===== src/design/e1lcr_pkg.sv =====
// Package for the E1 line clock recovery and jitter attenuator block.
// Assumes a single 50 MHz clock domain and AXI4-Lite register access.
package e1lcr_pkg;
    // ==========================================================
    // Register map (byte addresses)
    localparam logic [7:0] LIC_OFFSET = 8'h18; // line_interface_control
    localparam logic [7:0] RIR_OFFSET = 8'h1c; // receive_info_register
    localparam logic [7:0] LIC_RESET = 8'h00;
    // Field positions of line_interface_control
    localparam int BOS_HI = 7;
    localparam int BOS_LO = 5;
    localparam int JSS_BIT = 3;
    localparam int JDS_BIT = 2;
    localparam int JDIS_BIT = 1;
    // Field positions of receive_info_register
    localparam int JLT_BIT = 5;
    localparam int RCL_BIT = 0;
    // ==========================================================
    // Oversampling and divider figures
    localparam int OVS_RATIO = 16;
    localparam logic [4:0] DIV_NOM = 5'h10;
    localparam logic [4:0] DIV_FAST = 5'h0f;
    localparam logic [4:0] DIV_SLOW = 5'h11;
    localparam int DEPTH_DEEP = 128;
    localparam int DEPTH_SHALLOW = 32;
    // Trip margins in bits of fill away from centre
    localparam logic [7:0] TRIP_DEEP = 8'h3c;   // 120 UIpp half span
    localparam logic [7:0] TRIP_SHALLOW = 8'h0e; // 28 UIpp half span
    // Carrier loss: oversample ticks without a pulse
    localparam logic [9:0] RCL_LIMIT = 10'h200;
    // Master clock phase step for 2.048 MHz x16 from 50 MHz (accumulator 16 bit)
    localparam logic [15:0] NCO_STEP = 16'ha7c6;
    // ==========================================================
    // Build-out codes
    typedef enum logic [2:0] {
        E1LCR_BO_75N = 3'h0,
        E1LCR_BO_120N = 3'h1,
        E1LCR_BO_75P = 3'h2,
        E1LCR_BO_120P = 3'h3,
        E1LCR_BO_75H15 = 3'h4,
        E1LCR_BO_120H = 3'h5,
        E1LCR_BO_75H36 = 3'h6,
        E1LCR_BO_RSVD = 3'h7
    } e1lcr_bo_t;
    // Waveshaper setting carried together
    typedef struct packed {
        logic ohm120;
        logic protect;
        logic high_rl;
        logic ratio136;
        logic not_advised;
    } e1lcr_shape_t;
    // Divider states
    typedef enum logic [2:0] {
        E1LCR_D16 = 3'b001,
        E1LCR_D15 = 3'b010,
        E1LCR_D17 = 3'b100
    } e1lcr_div_t;
endpackage


===== src/design/e1lcr_top.sv =====
// E1 line interface digital core: clock recovery, recovered clock
// selection, build-out decode and jitter attenuator.
// Assumes line inputs and transmit clock are synchronous to CLK.
`timescale 1ns/100ps
module e1lcr_top
    import e1lcr_pkg::*;
(
    input wire logic CLK,
    input wire logic RSTN,
    // AXI4-Lite slave
    input wire logic [7:0] AWADDR,
    input wire logic AWVALID,
    output logic AWREADY,
    input wire logic [31:0] WDATA,
    input wire logic [3:0] WSTRB,
    input wire logic WVALID,
    output logic WREADY,
    output logic [1:0] BRESP,
    output logic BVALID,
    input wire logic BREADY,
    input wire logic [7:0] ARADDR,
    input wire logic ARVALID,
    output logic ARREADY,
    output logic [31:0] RDATA,
    output logic [1:0] RRESP,
    output logic RVALID,
    input wire logic RREADY,
    // Line side
    input wire logic RECEIVE_LINE_POSITIVE,
    input wire logic RECEIVE_LINE_NEGATIVE,
    input wire logic TRANSMIT_CLOCK_IN,
    input wire logic TX_DATA_IN,
    // Framer side and status
    output logic RECOVERED_CLOCK_OUT,
    output logic RX_DATA_OUT,
    output logic TRANSMIT_CLOCK,
    output logic TX_DATA_OUT,
    output logic RECEIVE_CARRIER_LOSS,
    output e1lcr_pkg::e1lcr_shape_t WAVE_SHAPE
);
    import e1lcr_pkg::*;

    // ==========================================================
    // Register bus
    logic [7:0] lic_q, lic_d;
    logic aw_hold_q, w_hold_q, bvalid_q, rvalid_q;
    logic [7:0] awaddr_q;
    logic [31:0] wdata_q, rdata_q;
    logic [1:0] bresp_q, rresp_q;
    logic jlt_q, rcl_q, lic_wr_q;

    function automatic logic addr_ok(input logic [7:0] a);
        return (a == LIC_OFFSET) || (a == RIR_OFFSET);
    endfunction

    wire logic do_write = aw_hold_q && w_hold_q && !bvalid_q;
    wire logic [31:0] rir_word = {26'h0, jlt_q, 4'h0, rcl_q};
    wire logic [31:0] rd_word = (ARADDR == LIC_OFFSET) ? {24'h0, lic_q} :
                                (ARADDR == RIR_OFFSET) ? rir_word : 32'h0;
    // side select / depth / disable / build-out field
    wire logic lic_hit = do_write && (awaddr_q == LIC_OFFSET);
    assign lic_d = lic_hit ? wdata_q[7:0] : lic_q;
    wire logic ja_side_select = lic_q[JSS_BIT];
    wire logic ja_depth_select = lic_q[JDS_BIT];
    wire logic ja_disable = lic_q[JDIS_BIT];
    wire e1lcr_bo_t build_out_select = e1lcr_bo_t'(lic_q[BOS_HI:BOS_LO]);

    assign AWREADY = !aw_hold_q;
    assign WREADY = !w_hold_q;
    assign ARREADY = !rvalid_q;
    assign BVALID = bvalid_q;
    assign BRESP = bresp_q;
    assign RVALID = rvalid_q;
    assign RDATA = rdata_q;
    assign RRESP = rresp_q;

    // Write channel capture and response
    always_ff @(posedge CLK) begin
        if (!RSTN) begin
            aw_hold_q <= 1'b0;
            w_hold_q <= 1'b0;
            bvalid_q <= 1'b0;
            awaddr_q <= 8'h00;
            wdata_q <= 32'h0;
            bresp_q <= 2'h0;
            lic_q <= LIC_RESET;
            lic_wr_q <= 1'b0;
        end else begin
            lic_q <= lic_d;
            lic_wr_q <= lic_hit; // Recentres the attenuator one cycle later
            if (AWVALID && AWREADY) begin
                aw_hold_q <= 1'b1;
                awaddr_q <= AWADDR;
            end
            if (WVALID && WREADY) begin
                w_hold_q <= 1'b1;
                wdata_q <= WDATA;
            end
            if (do_write) begin
                bvalid_q <= 1'b1;
                bresp_q <= addr_ok(awaddr_q) ? 2'h0 : 2'h2;
            end else if (bvalid_q && BREADY) begin
                bvalid_q <= 1'b0;
                aw_hold_q <= 1'b0;
                w_hold_q <= 1'b0;
            end
        end
    end

    // Read channel
    always_ff @(posedge CLK) begin
        if (!RSTN) begin
            rvalid_q <= 1'b0;
            rdata_q <= 32'h0;
            rresp_q <= 2'h0;
        end else if (ARVALID && ARREADY) begin
            rvalid_q <= 1'b1;
            rdata_q <= rd_word;
            rresp_q <= addr_ok(ARADDR) ? 2'h0 : 2'h2;
        end else if (rvalid_q && RREADY) begin
            rvalid_q <= 1'b0;
        end
    end

    // ==========================================================
    // Build-out decode
    // normal and protected / high return loss / early silicon
    always_comb begin
        WAVE_SHAPE = '0;
        unique case (build_out_select)
            E1LCR_BO_75N: WAVE_SHAPE.not_advised = 1'b1;
            E1LCR_BO_120N: WAVE_SHAPE.ohm120 = 1'b1;
            E1LCR_BO_75P: WAVE_SHAPE.protect = 1'b1;
            E1LCR_BO_120P: WAVE_SHAPE = '{1'b1, 1'b1, 1'b0, 1'b0, 1'b0};
            E1LCR_BO_75H15: WAVE_SHAPE.high_rl = 1'b1;
            E1LCR_BO_120H: WAVE_SHAPE = '{1'b1, 1'b0, 1'b1, 1'b1, 1'b0};
            E1LCR_BO_75H36: WAVE_SHAPE = '{1'b0, 1'b0, 1'b1, 1'b1, 1'b0};
            E1LCR_BO_RSVD: WAVE_SHAPE = '0;
        endcase
    end

    // ==========================================================
    // Oversampling clock: 2.048 MHz x 16 tick from a phase accumulator
    logic [16:0] nco_q;
    logic [3:0] mck_ph_q;
    wire logic ovs_tick = nco_q[16];
    always_ff @(posedge CLK) begin
        if (!RSTN) begin
            nco_q <= 17'h0;
            mck_ph_q <= 4'h0;
        end else begin
            nco_q <= {1'b0, nco_q[15:0]} + {1'b0, NCO_STEP};
            if (ovs_tick) mck_ph_q <= mck_ph_q + 4'h1;
        end
    end
    wire logic master_clk = mck_ph_q[3];

    // ==========================================================
    // Clock and data recovery at sixteen ticks per bit
    logic pulse_q, prev_pulse_q, rec_clk_q, rx_bit_q, rx_strobe_q;
    logic [3:0] cdr_ph_q;
    logic [9:0] idle_q;
    wire logic line_pulse = RECEIVE_LINE_POSITIVE | RECEIVE_LINE_NEGATIVE;
    wire logic pulse_edge = pulse_q && !prev_pulse_q;
    always_ff @(posedge CLK) begin
        if (!RSTN) begin
            pulse_q <= 1'b0;
            prev_pulse_q <= 1'b0;
            cdr_ph_q <= 4'h0;
            rec_clk_q <= 1'b0;
            rx_bit_q <= 1'b0;
            rx_strobe_q <= 1'b0;
            idle_q <= 10'h0;
            rcl_q <= 1'b0;
        end else begin
            rx_strobe_q <= 1'b0;
            if (ovs_tick) begin
                pulse_q <= line_pulse;
                prev_pulse_q <= pulse_q;
                // phase realigned on each line pulse
                cdr_ph_q <= pulse_edge ? 4'h1 : cdr_ph_q + 4'h1;
                // Short high phase as recovered clock is edge aligned
                rec_clk_q <= (cdr_ph_q >= 4'h4) && (cdr_ph_q < 4'hb);
                // Sample inside the mark, which fills the first half bit
                if (cdr_ph_q == 4'h4) begin
                    rx_bit_q <= pulse_q | prev_pulse_q;
                    rx_strobe_q <= 1'b1;
                end
                if (pulse_edge) begin
                    idle_q <= 10'h0;
                    rcl_q <= 1'b0;
                end else if (idle_q == RCL_LIMIT) begin
                    rcl_q <= 1'b1;
                end else begin
                    idle_q <= idle_q + 10'h1;
                end
            end
        end
    end

    // ==========================================================
    // Jitter attenuator FIFO with adaptive read divider
    logic [127:0] ja_mem_q;
    logic [6:0] wr_ptr_q, rd_ptr_q;
    logic [4:0] div_cnt_q;
    logic smooth_clk_q, ja_out_q, transmit_clock_prev_q;
    e1lcr_div_t div_q;
    wire logic ja_rx = !ja_disable && !ja_side_select;
    wire logic ja_tx = !ja_disable && ja_side_select;
    wire logic transmit_clock_rise = TRANSMIT_CLOCK_IN && !transmit_clock_prev_q;
    // write strobe chosen by side / gaps only pause writes
    wire logic ja_wr = ja_rx ? rx_strobe_q : (ja_tx && transmit_clock_rise);
    wire logic ja_in = ja_rx ? rx_bit_q : TX_DATA_IN;
    wire logic [6:0] ptr_mask = ja_depth_select ? 7'h1f : 7'h7f;
    wire logic [6:0] fill = (wr_ptr_q - rd_ptr_q) & ptr_mask;
    wire logic [7:0] centre = ja_depth_select ? 8'h10 : 8'h40;
    wire logic [7:0] margin = ja_depth_select ? TRIP_SHALLOW : TRIP_DEEP;
    wire logic too_full = {1'b0, fill} > centre + margin;
    wire logic too_empty = {1'b0, fill} + margin < centre;
    // divide by 15 when filling, 17 when draining
    wire logic [4:0] div_len = (div_q == E1LCR_D15) ? DIV_FAST :
                               (div_q == E1LCR_D17) ? DIV_SLOW : DIV_NOM;
    wire logic div_end = ovs_tick && (div_cnt_q >= div_len - 5'h1);
    always_ff @(posedge CLK) begin
        if (!RSTN) begin
            ja_mem_q <= '0;
            wr_ptr_q <= 7'h40; // Half of the deep buffer
            rd_ptr_q <= 7'h0;
            div_cnt_q <= 5'h0;
            smooth_clk_q <= 1'b0;
            ja_out_q <= 1'b0;
            transmit_clock_prev_q <= 1'b0;
            div_q <= E1LCR_D16;
            jlt_q <= 1'b0;
        end else begin
            transmit_clock_prev_q <= TRANSMIT_CLOCK_IN;
            // Restart half full when disabled or just after a control write
            if (ja_disable || lic_wr_q) begin
                wr_ptr_q <= centre[6:0];
                rd_ptr_q <= 7'h0;
                div_q <= E1LCR_D16;
            end else begin
                if (ja_wr) begin
                    ja_mem_q[wr_ptr_q & ptr_mask] <= ja_in;
                    wr_ptr_q <= (wr_ptr_q + 7'h1) & ptr_mask;
                end
                if (div_end) begin
                    ja_out_q <= ja_mem_q[rd_ptr_q & ptr_mask];
                    rd_ptr_q <= (rd_ptr_q + 7'h1) & ptr_mask;
                    div_q <= too_full ? E1LCR_D15 : too_empty ? E1LCR_D17 : E1LCR_D16;
                end
            end
            if (ovs_tick) begin
                // smoothed clock from divided 32.768 MHz rate
                div_cnt_q <= div_end ? 5'h0 : div_cnt_q + 5'h1;
                smooth_clk_q <= (div_cnt_q < DIV_NOM / 5'h2);
            end
            jlt_q <= !ja_disable && (div_q != E1LCR_D16);
        end
    end

    // ==========================================================
    // Output selection
    // master clock on carrier loss / smoothed clock on receive side
    always_ff @(posedge CLK) begin
        if (!RSTN) begin
            RECOVERED_CLOCK_OUT <= 1'b0;
            RX_DATA_OUT <= 1'b0;
            TRANSMIT_CLOCK <= 1'b0;
            TX_DATA_OUT <= 1'b0;
            RECEIVE_CARRIER_LOSS <= 1'b0;
        end else begin
            RECOVERED_CLOCK_OUT <= rcl_q ? master_clk : ja_rx ? smooth_clk_q : rec_clk_q;
            RX_DATA_OUT <= ja_rx ? ja_out_q : rx_bit_q;
            TRANSMIT_CLOCK <= ja_tx ? smooth_clk_q : TRANSMIT_CLOCK_IN;
            TX_DATA_OUT <= ja_tx ? ja_out_q : TX_DATA_IN;
            RECEIVE_CARRIER_LOSS <= rcl_q;
        end
    end

    // ==========================================================
    // Assertions
    // flag tracks divider
    a_trip_flag: assert property (@(posedge CLK) disable iff (!RSTN)
        (!ja_disable && div_q != E1LCR_D16) |=> jlt_q) else $error("trip flag missing");
    a_carrier_out: assert property (@(posedge CLK) disable iff (!RSTN)
        rcl_q |=> RECEIVE_CARRIER_LOSS) else $error("carrier loss not shown");
    a_clk_source: assert property (@(posedge CLK) disable iff (!RSTN)
        rcl_q |=> RECOVERED_CLOCK_OUT == $past(master_clk)) else $error("clock source wrong");
    a_bypass_rx: assert property (@(posedge CLK) disable iff (!RSTN)
        (ja_disable) |=> RX_DATA_OUT == $past(rx_bit_q)) else $error("bypass failed");
    a_tx_pass: assert property (@(posedge CLK) disable iff (!RSTN)
        (!ja_tx) |=> TX_DATA_OUT == $past(TX_DATA_IN)) else $error("tx pass wrong");
    a_loss_clear: assert property (@(posedge CLK) disable iff (!RSTN)
        (ovs_tick && pulse_edge) |=> !rcl_q) else $error("loss not cleared");
    a_div_range: assert property (@(posedge CLK) disable iff (!RSTN)
        div_cnt_q <= DIV_SLOW) else $error("divider out of range");
    a_fill_depth: assert property (@(posedge CLK) disable iff (!RSTN)
        (ja_depth_select && !lic_wr_q) |-> (wr_ptr_q < 7'h20) && (rd_ptr_q < 7'h20))
        else $error("pointer exceeds depth");
    c_loss: cover property (@(posedge CLK) disable iff (!RSTN) $rose(rcl_q));
    c_trip: cover property (@(posedge CLK) disable iff (!RSTN) $rose(jlt_q));
    c_write: cover property (@(posedge CLK) disable iff (!RSTN) do_write);
endmodule // e1lcr_top


===== config.mk =====
export PLATFORM = sky130hd
export DESIGN_NAME = e1lcr_top
export DESIGN_NICKNAME = d
export VERILOG_FILES = /design/src/design/e1lcr_pkg.sv /design/src/design/e1lcr_top.sv
export SDC_FILE = /design/constraint.sdc
export NUM_CORES = 1
export LEC_CHECK = 0
export ABC_AREA = 1
export BUFFER_PORTS_ARGS = -buffer_cell sky130_fd_sc_hd__buf_2
export CORE_UTILIZATION = 45
export DETAILED_ROUTE_END_ITERATION = 16
export PLACE_DENSITY_LB_ADDON = 0.25
export SETUP_SLACK_MARGIN = 0.05
export SLEW_MARGIN = 25
export SYNTH_ARGS = -nofsm -noshare
export SYNTH_HDL_FRONTEND = slang
export SYNTH_SLANG_ARGS = --single-unit

===== constraint.sdc =====
create_clock -name CLK -period 5.3 [get_ports CLK]
set_clock_uncertainty 0.05 [all_clocks]
set_input_delay 0.53 -clock CLK [delete_from_list [all_inputs] [get_ports CLK]]
set_output_delay 0.53 -clock CLK [all_outputs]
set_load 0.01 [all_outputs]

Yosys cells after proc, flatten, opt, wreduce, memory -nomap -nowiden
Index checks and enable logic that the tools add are counted.
{"block": "totals", "ff_bits": 265, "inputBits": 63, "output_inout_bits": 51, "word_cells": 171}
{"block": "classes", "addsub": 11, "n_lt_le_gt_ge": 9, "eq_ne": 16, "mux": 47, "bitwise_logic": 9, "reduce_logical": 44}
{"operator": "128-bit bitwise mux", "count": 1}
{"operator": "7-bit bitwise AND", "count": 5}
{"operator": "8-bit by 5-bit equality test with 1-bit output, second input constant", "count": 4}
{"operator": "1-bit two-way mux", "count": 28}
{"operator": "7-bit two-way mux", "count": 4}
{"operator": "10-bit two-way mux", "count": 2}
{"operator": "16-bit by 16-bit adder with 17-bit output, second input constant", "count": 1}
{"operator": "1-bit logical AND", "count": 17}
{"operator": "7-bit by 6-bit adder with 8-bit output", "count": 2}
{"operator": "7-bit by 8-bit < comparator with 1-bit output, second input constant", "count": 2}
{"operator": "7-bit by 1-bit adder with 7-bit output, second input constant", "count": 2}
{"operator": "3-bit equality test, second input constant", "count": 4}
{"operator": "6-bit two-way mux", "count": 2}
{"operator": "2-bit AND reduction", "count": 6}
{"operator": "10-bit by 1-bit adder with 10-bit output, second input constant", "count": 1}
{"operator": "10-bit equality test, second input constant", "count": 1}
{"operator": "5-bit two-way mux", "count": 2}
{"operator": "3-bit by 2-bit equality test with 1-bit output, second input constant", "count": 3}
{"operator": "4-bit by 1-bit adder with 4-bit output, second input constant", "count": 2}
{"operator": "7-bit by 8-bit > comparator with 1-bit output", "count": 1}
{"operator": "1-bit logical NOT", "count": 8}
{"operator": "8-bit by 7-bit < comparator with 1-bit output", "count": 1}
{"operator": "8-bit two-way mux", "count": 1}
{"operator": "2-bit nonzero test", "count": 4}
{"operator": "other kinds (23)", "count": 32}

Depth between registers and ports, before layout
{"block": "logic_depth", "word_depth": 7, "ltp_mapped": 19, "depth_no_buf": 19}

Worst setup path after synthesis
OpenSTA, ideal clock, no wires.
{"block": "synth_path", "path_kind": "register to register", "from": "register rd_ptr_q[1]", "to": "register div_q[2]", "setup_time_ps": 64, "arrival_time_ps": 2709, "required_ps": 5186, "slack_ps": 2477, "stages_incl_launch_ff": 19, "n_path_buf": 1, "period_less_slack_ps": 2823, "path_cell_list": "dfxtp_1 > inv_2 > buf_1 > fa_1 > nand3_1 > nand2_1 > xnor2_1 > inv_1 > ha_1 > nand2_1 > nand3b_1 > nor2_1 > a21oi_1 > ha_1 > a21oi_1 > nand2_1 > nor2_1 > nor2_1 > nor2_1"}
{"block": "synth_via", "elab_chain_cells": 6, "elab_cells_between_ends": 7, "cone_classes": "2 x add/sub; 2 x order compare; 2 x mux; 1 x bitwise"}
{"element": "start: declaration", "line_no": "e1lcr_top.sv:204", "rtl": "logic [6:0] wr_ptr_q, rd_ptr_q;"}
{"element": "start signal: assignment", "line_no": "e1lcr_top.sv:249", "rtl": "rd_ptr_q <= (rd_ptr_q + 7'h1) & ptr_mask;"}
{"element": "7-bit subtractor (*)", "line_no": "e1lcr_top.sv:215", "rtl": "wire logic [6:0] fill = (wr_ptr_q - rd_ptr_q) & ptr_mask;"}
{"element": "7-bit bitwise AND (*)", "line_no": "e1lcr_top.sv:215"}
{"element": "7-bit by 6-bit adder with 8-bit output", "line_no": "e1lcr_top.sv:219", "rtl": "wire logic too_empty = {1'b0, fill} + margin < centre;"}
{"element": "8-bit by 7-bit < comparator with 1-bit output", "line_no": "e1lcr_top.sv:219"}
{"element": "3-bit two-way mux", "line_no": "e1lcr_top.sv:250", "rtl": "div_q <= too_full ? E1LCR_D15 : too_empty ? E1LCR_D17 : E1LCR_D16;"}
{"element": "3-bit two-way mux (*)", "line_no": "e1lcr_top.sv:250"}
{"element": "end signal: assignment", "line_no": "e1lcr_top.sv:250"}
{"element": "end: declaration", "line_no": "e1lcr_top.sv:207", "rtl": "e1lcr_div_t div_q;"}
Every way passes the cells marked *; elsewhere a longest branch is shown, timed or not.
A chain may end at the register's enable or synchronous reset.

Worst setup path after layout
{"block": "layout_path", "from": "register wr_ptr_q[0]", "to": "register div_q[2]"}
{"block": "layout_via", "elab_chain_cells": 6, "elab_cells_between_ends": 7, "cone_classes": "2 x add/sub; 2 x order compare; 2 x mux; 1 x bitwise"}
{"element": "start: declaration", "line_no": "e1lcr_top.sv:204"}
{"element": "start signal: assignment", "line_no": "e1lcr_top.sv:239", "rtl": "wr_ptr_q <= centre[6:0];"}
{"element": "start signal: assignment", "line_no": "e1lcr_top.sv:245", "rtl": "wr_ptr_q <= (wr_ptr_q + 7'h1) & ptr_mask;"}
{"element": "7-bit subtractor (*)", "line_no": "e1lcr_top.sv:215"}
{"element": "7-bit bitwise AND (*)", "line_no": "e1lcr_top.sv:215"}
{"element": "7-bit by 6-bit adder with 8-bit output", "line_no": "e1lcr_top.sv:219"}
{"element": "8-bit by 7-bit < comparator with 1-bit output", "line_no": "e1lcr_top.sv:219"}
{"element": "3-bit two-way mux", "line_no": "e1lcr_top.sv:250"}
{"element": "3-bit two-way mux (*)", "line_no": "e1lcr_top.sv:250"}
Marks and branches as above.

==> summary.md <==
| Metric | Value |
|---|---|
| Initial antenna violation count | `0` |
| Final wirelength | `a little over 30000 um` |
| Yosys top cell by area | `sky130_fd_sc_hd__dfxtp_1` |
| Final RePlAce weighted congestion | `a little over 0.8` |
| Maximum Capacitance Violations | `0` |
| Arrival time at the worst endpoint | `approximately 3.5 ns` |
| Startpoint Class | `register` |
| Synthesized area divided by synthesized cell count | `between 7 and 8 sq um` |
| Global-route wire length before repair | `about 50000 um` |
| Final setup violation count | `0` |
| Number of max-slew violations in the final report | `0` |
| Crit Path Category | `register to register` |
| TritonCTS clock tree | `yes` |
| Slew @ Worst Pin | `approximately 1 ns` |
| Top cells by area in the synthesized netlist | `sky130_fd_sc_hd__dfxtp_1 41%, sky130_fd_sc_hd__a21oi_1 8.5%, sky130_fd_sc_hd__nand2_1 8.0%, sky130_fd_sc_hd__a311oi_1 7.3%, sky130_fd_sc_hd__nor2_1 6.0%` |
| Die width | `163 um` |
| Row count | `just under 60` |
| Fin worst setup slack | `around 2.2 ns` |
| Fin Setup TNS | `0 ns` |
| Number of buffers added for setup after CTS | `0` |
| Netlist cell types | `between 40 and 50` |
| Number of hold buffers added after CTS | `0` |
| Commonest cells after routing, fill and taps aside | `248 x sky130_fd_sc_hd__nand2_1, 237 x sky130_fd_sc_hd__dfxtp_1, 198 x sky130_fd_sc_hd__a21oi_1, 187 x sky130_fd_sc_hd__nor2_1, 145 x sky130_fd_sc_hd__inv_1` |
| Net count of the finished layout | `1680` |
| Initial standard-cell utilization of the core | `between 40 and 50%` |
| Vias per Instance | `5.48` |
| Class of the tightest hold or removal check | `input pin to register` |
| Pwr/cell area | `just over 300 nW/um^2` |
| Final design instance area without fill | `12800 sq um` |
| Instance area after placement | `roughly 12000 sq um` |
| Post-route DRC | `0` |
| Achievable Freq | `~0.32 GHz` |
| Final Critical Period | `between 3 and 4 ns` |
| CTS sink count | `between 200 and 250` |
| Number of enable flip-flop cells after synthesis | `0` |
| Area of the die | `~27000 sq um` |
| Initial DRC count | `754` |
| Flip-flop and latch count after synthesis | `between 200 and 250` |
| Fraction of layout cells with a size suffix above 1 | `under 10%` |
| Iteration count of the initial detailed-routing pass | `5` |
| Total Routing Usage GR | `a little under a quarter` |
| Worst slack after detailed placement | `2.22 ns` |
| Number of antenna repair diodes | `0` |
| Most common library cell in the layout ignoring fill and taps | `sky130_fd_sc_hd__nand2_1` |
| Via count | `approximately 11000` |
| I/O pin count | `approximately 110` |
| Die Ht | `between 150 and 200 um` |
| Reported leakage power | `roughly 5.1 nW` |
| Count of H-tree levels built during CTS | `1` |
| Proportion of synthesized chip area in sequential cells | `40.7%` |
| Insertion delay of the later-clocked pin in the worst-skew pair | `approximately 0.53 ns` |
| Crit. End Element | `register` |
| Dominant synthesized flop cell | `sky130_fd_sc_hd__dfxtp_1` |
| Sum of net half-perimeters after detailed placement | `roughly 18000 um` |
| Netlist Area Pre-Place | `between 10000 and 15000 sq um` |
| Number of global-route vias before repair | `a little under 10000` |
| Max Buffers Root-to-Sink | `3` |
| Buffer type at the clock tree root | `sky130_fd_sc_hd__clkbuf_16` |
| Clock slew at the register clock pins of the worst setup and hold paths | `approximately 0.06 ns` |
| Port bufs | `59` |
| Hold Slack | `0.160 ns` |
| Maximum number of pins on one net before global-route repair | `84` |
| Fraction of synthesis flops using an asynchronous set or reset pin | `0%` |
| RSZ-0062 raised after global routing | `false` |
| Layout overhead on the synthesized area | `9.67%` |
| Worst-case headroom to the max-slew limit | `roughly a third` |
| PostCTS Resize Cnt | `0` |
| Grt total ovfl | `0` |
| Worst-case vdd ir drop | `0.000266 V` |
| Peak fanout along the critical path | `8` |
| Share of the cycle needed by the critical path after routing | `about 60%` |
| Routed WL per cell | `between 15 and 20 um` |
| Number of synthesis warnings | `0` |
| Synthesized instance count | `around 1600` |
| Number of buffers added by the clock tree synthesis step | `27` |
| Number of hold violations in the final report | `0` |
| Count of nets left with antenna violations after detail routing | `0` |
| Area of the core | `roughly 25000 sq um` |
| Post-layout power | `~0.0040 W` |
| Area share of the largest cell type after synthesis | `about two fifths` |
| Status | `finished, final reports clean` |
| Required time at the worst-slack endpoint | `about 5.7 ns` |
-- cells by family (layout without fill, tap and decap cells) --
group | after synthesis | after routing | share of synthesized area [%]
adders and majority gates | 27 | 27 | 2.95
AOI/OAI and AO/OA | 433 | 433 | 22.8
DFF | 238 | 238 | 40.7
other | 1 | 26 | 0.0321
buffers and inverters | 282 | 272 | 10.8
xor gates and xnor gates | 13 | 13 | 0.973
and+or+nand+nor | 596 | 596 | 21.7
-- critical path, cell delays in order (launching register included) --
cell                       delay (ns)
sky130_fd_sc_hd__dfxtp_1         0.37
sky130_fd_sc_hd__inv_1           0.20
sky130_fd_sc_hd__ha_1            0.18
sky130_fd_sc_hd__inv_1           0.07
sky130_fd_sc_hd__fa_1            0.42
sky130_fd_sc_hd__nand3_1         0.09
sky130_fd_sc_hd__nand2_1         0.09
sky130_fd_sc_hd__xnor2_1         0.20
sky130_fd_sc_hd__inv_1           0.07
sky130_fd_sc_hd__ha_1            0.29
sky130_fd_sc_hd__nand2_1         0.07
sky130_fd_sc_hd__nand3b_1        0.11
sky130_fd_sc_hd__nor2_1          0.10
sky130_fd_sc_hd__a21oi_1         0.05
sky130_fd_sc_hd__ha_1            0.28
sky130_fd_sc_hd__a21oi_1         0.14
sky130_fd_sc_hd__nand2_1         0.08
sky130_fd_sc_hd__nor2_1          0.09
sky130_fd_sc_hd__nor2_1          0.05
sky130_fd_sc_hd__nor2_1          0.07
-- path summary, 6_finish.rpt --
check                         start               endpoint  slack (ns)  cells past startpoint
setup / recovery        wr_ptr_q[0]               div_q[2]        2.17                     19
hold / removal    TRANSMIT_CLOCK_IN  transmit_clock_prev_q        0.16                      3
setup reg to reg        wr_ptr_q[0]               div_q[2]        2.17                     19
hold reg to reg            nco_q[1]               nco_q[1]        0.37                      1
-- synthesized netlist by cell type, types with 2 or more instances --
library cell and n:
sky130_fd_sc_hd__nand2_4 3, sky130_fd_sc_hd__or2_2 4, sky130_fd_sc_hd__a21oi_1 198, sky130_fd_sc_hd__nor2_2 4, sky130_fd_sc_hd__nor4_1 5, sky130_fd_sc_hd__xor2_1 9, sky130_fd_sc_hd__o21ai_0 79, sky130_fd_sc_hd__inv_4 2
sky130_fd_sc_hd__buf_4 31, sky130_fd_sc_hd__nand2_1 248, sky130_fd_sc_hd__a211oi_1 15, sky130_fd_sc_hd__dfxtp_1 238, sky130_fd_sc_hd__o211ai_1 5, sky130_fd_sc_hd__nor2_1 188, sky130_fd_sc_hd__xnor2_1 4, sky130_fd_sc_hd__nor3b_1 3
sky130_fd_sc_hd__o21ai_1 2, sky130_fd_sc_hd__buf_1 3, sky130_fd_sc_hd__inv_2 6, sky130_fd_sc_hd__buf_6 4, sky130_fd_sc_hd__buf_2 32, sky130_fd_sc_hd__nand3_1 98, sky130_fd_sc_hd__nand3b_1 3, sky130_fd_sc_hd__nand4_1 12
sky130_fd_sc_hd__o21a_1 18, sky130_fd_sc_hd__clkbuf_1 53, sky130_fd_sc_hd__a31oi_1 12, sky130_fd_sc_hd__nor3_1 23, sky130_fd_sc_hd__inv_1 146, sky130_fd_sc_hd__clkinv_1 4, sky130_fd_sc_hd__ha_1 26, sky130_fd_sc_hd__a311oi_1 97
-- layout make-up --
type	count	area, sq um
Inverter	158	601
Timing Repair Buffer	70	378
Fill cell	2491	12500
Clock inverter	5	100
Clock buffer	39	801
Tap cell	330	413
Multi-Input combinational cell	1095	5770
Sequential cell	238	4770
-- state kept, by name (all words and copies together), names as in the netlist, 3 cells and up --
register / cells
nco_q: 16
div_q: 3
div_cnt_q: 5
mck_ph_q: 4
wr_ptr_q: 7
idle_q: 10
awaddr_q: 8
wdata_q: 8
lic_q: 8
cdr_ph_q: 4
ja_mem_q: 128
rd_ptr_q: 7
RDATA: 8
-- power breakdown --
part / total, W / internal [W] / switching, W / leakage, nW
Combinational: 0.000186 / 0.0000582 / 0.000127 / 2.70
Clock: 0.00191 / 0.00118 / 0.000728 / 0.445
Sequential: 0.00186 / 0.00183 / 0.0000288 / 1.93
Total: 0.00395 / 0.00307 / 0.000885 / 5.08
-- per-layer routing --
layer / vias up / global-route usage (%) / part of all wire (%)
met5: - / 0 / 0
met4: 0 / 4.63 / 1.1
met3: 35 / 3.33 / 5.7
met2: 279 / 38.3 / 46
met1: 4900 / 31.3 / 47
li1: 5383 / - / -
-- per-stage QoR --
stage	util, %	instances
floorplan	-	1615
global placement	47.1	1891
detailed placement	47.1	1891
CTS	50.6	1935
global route	50.7	1935
finish	50.7	1935
No activity file was read; power rests on OpenSTA's default activity.
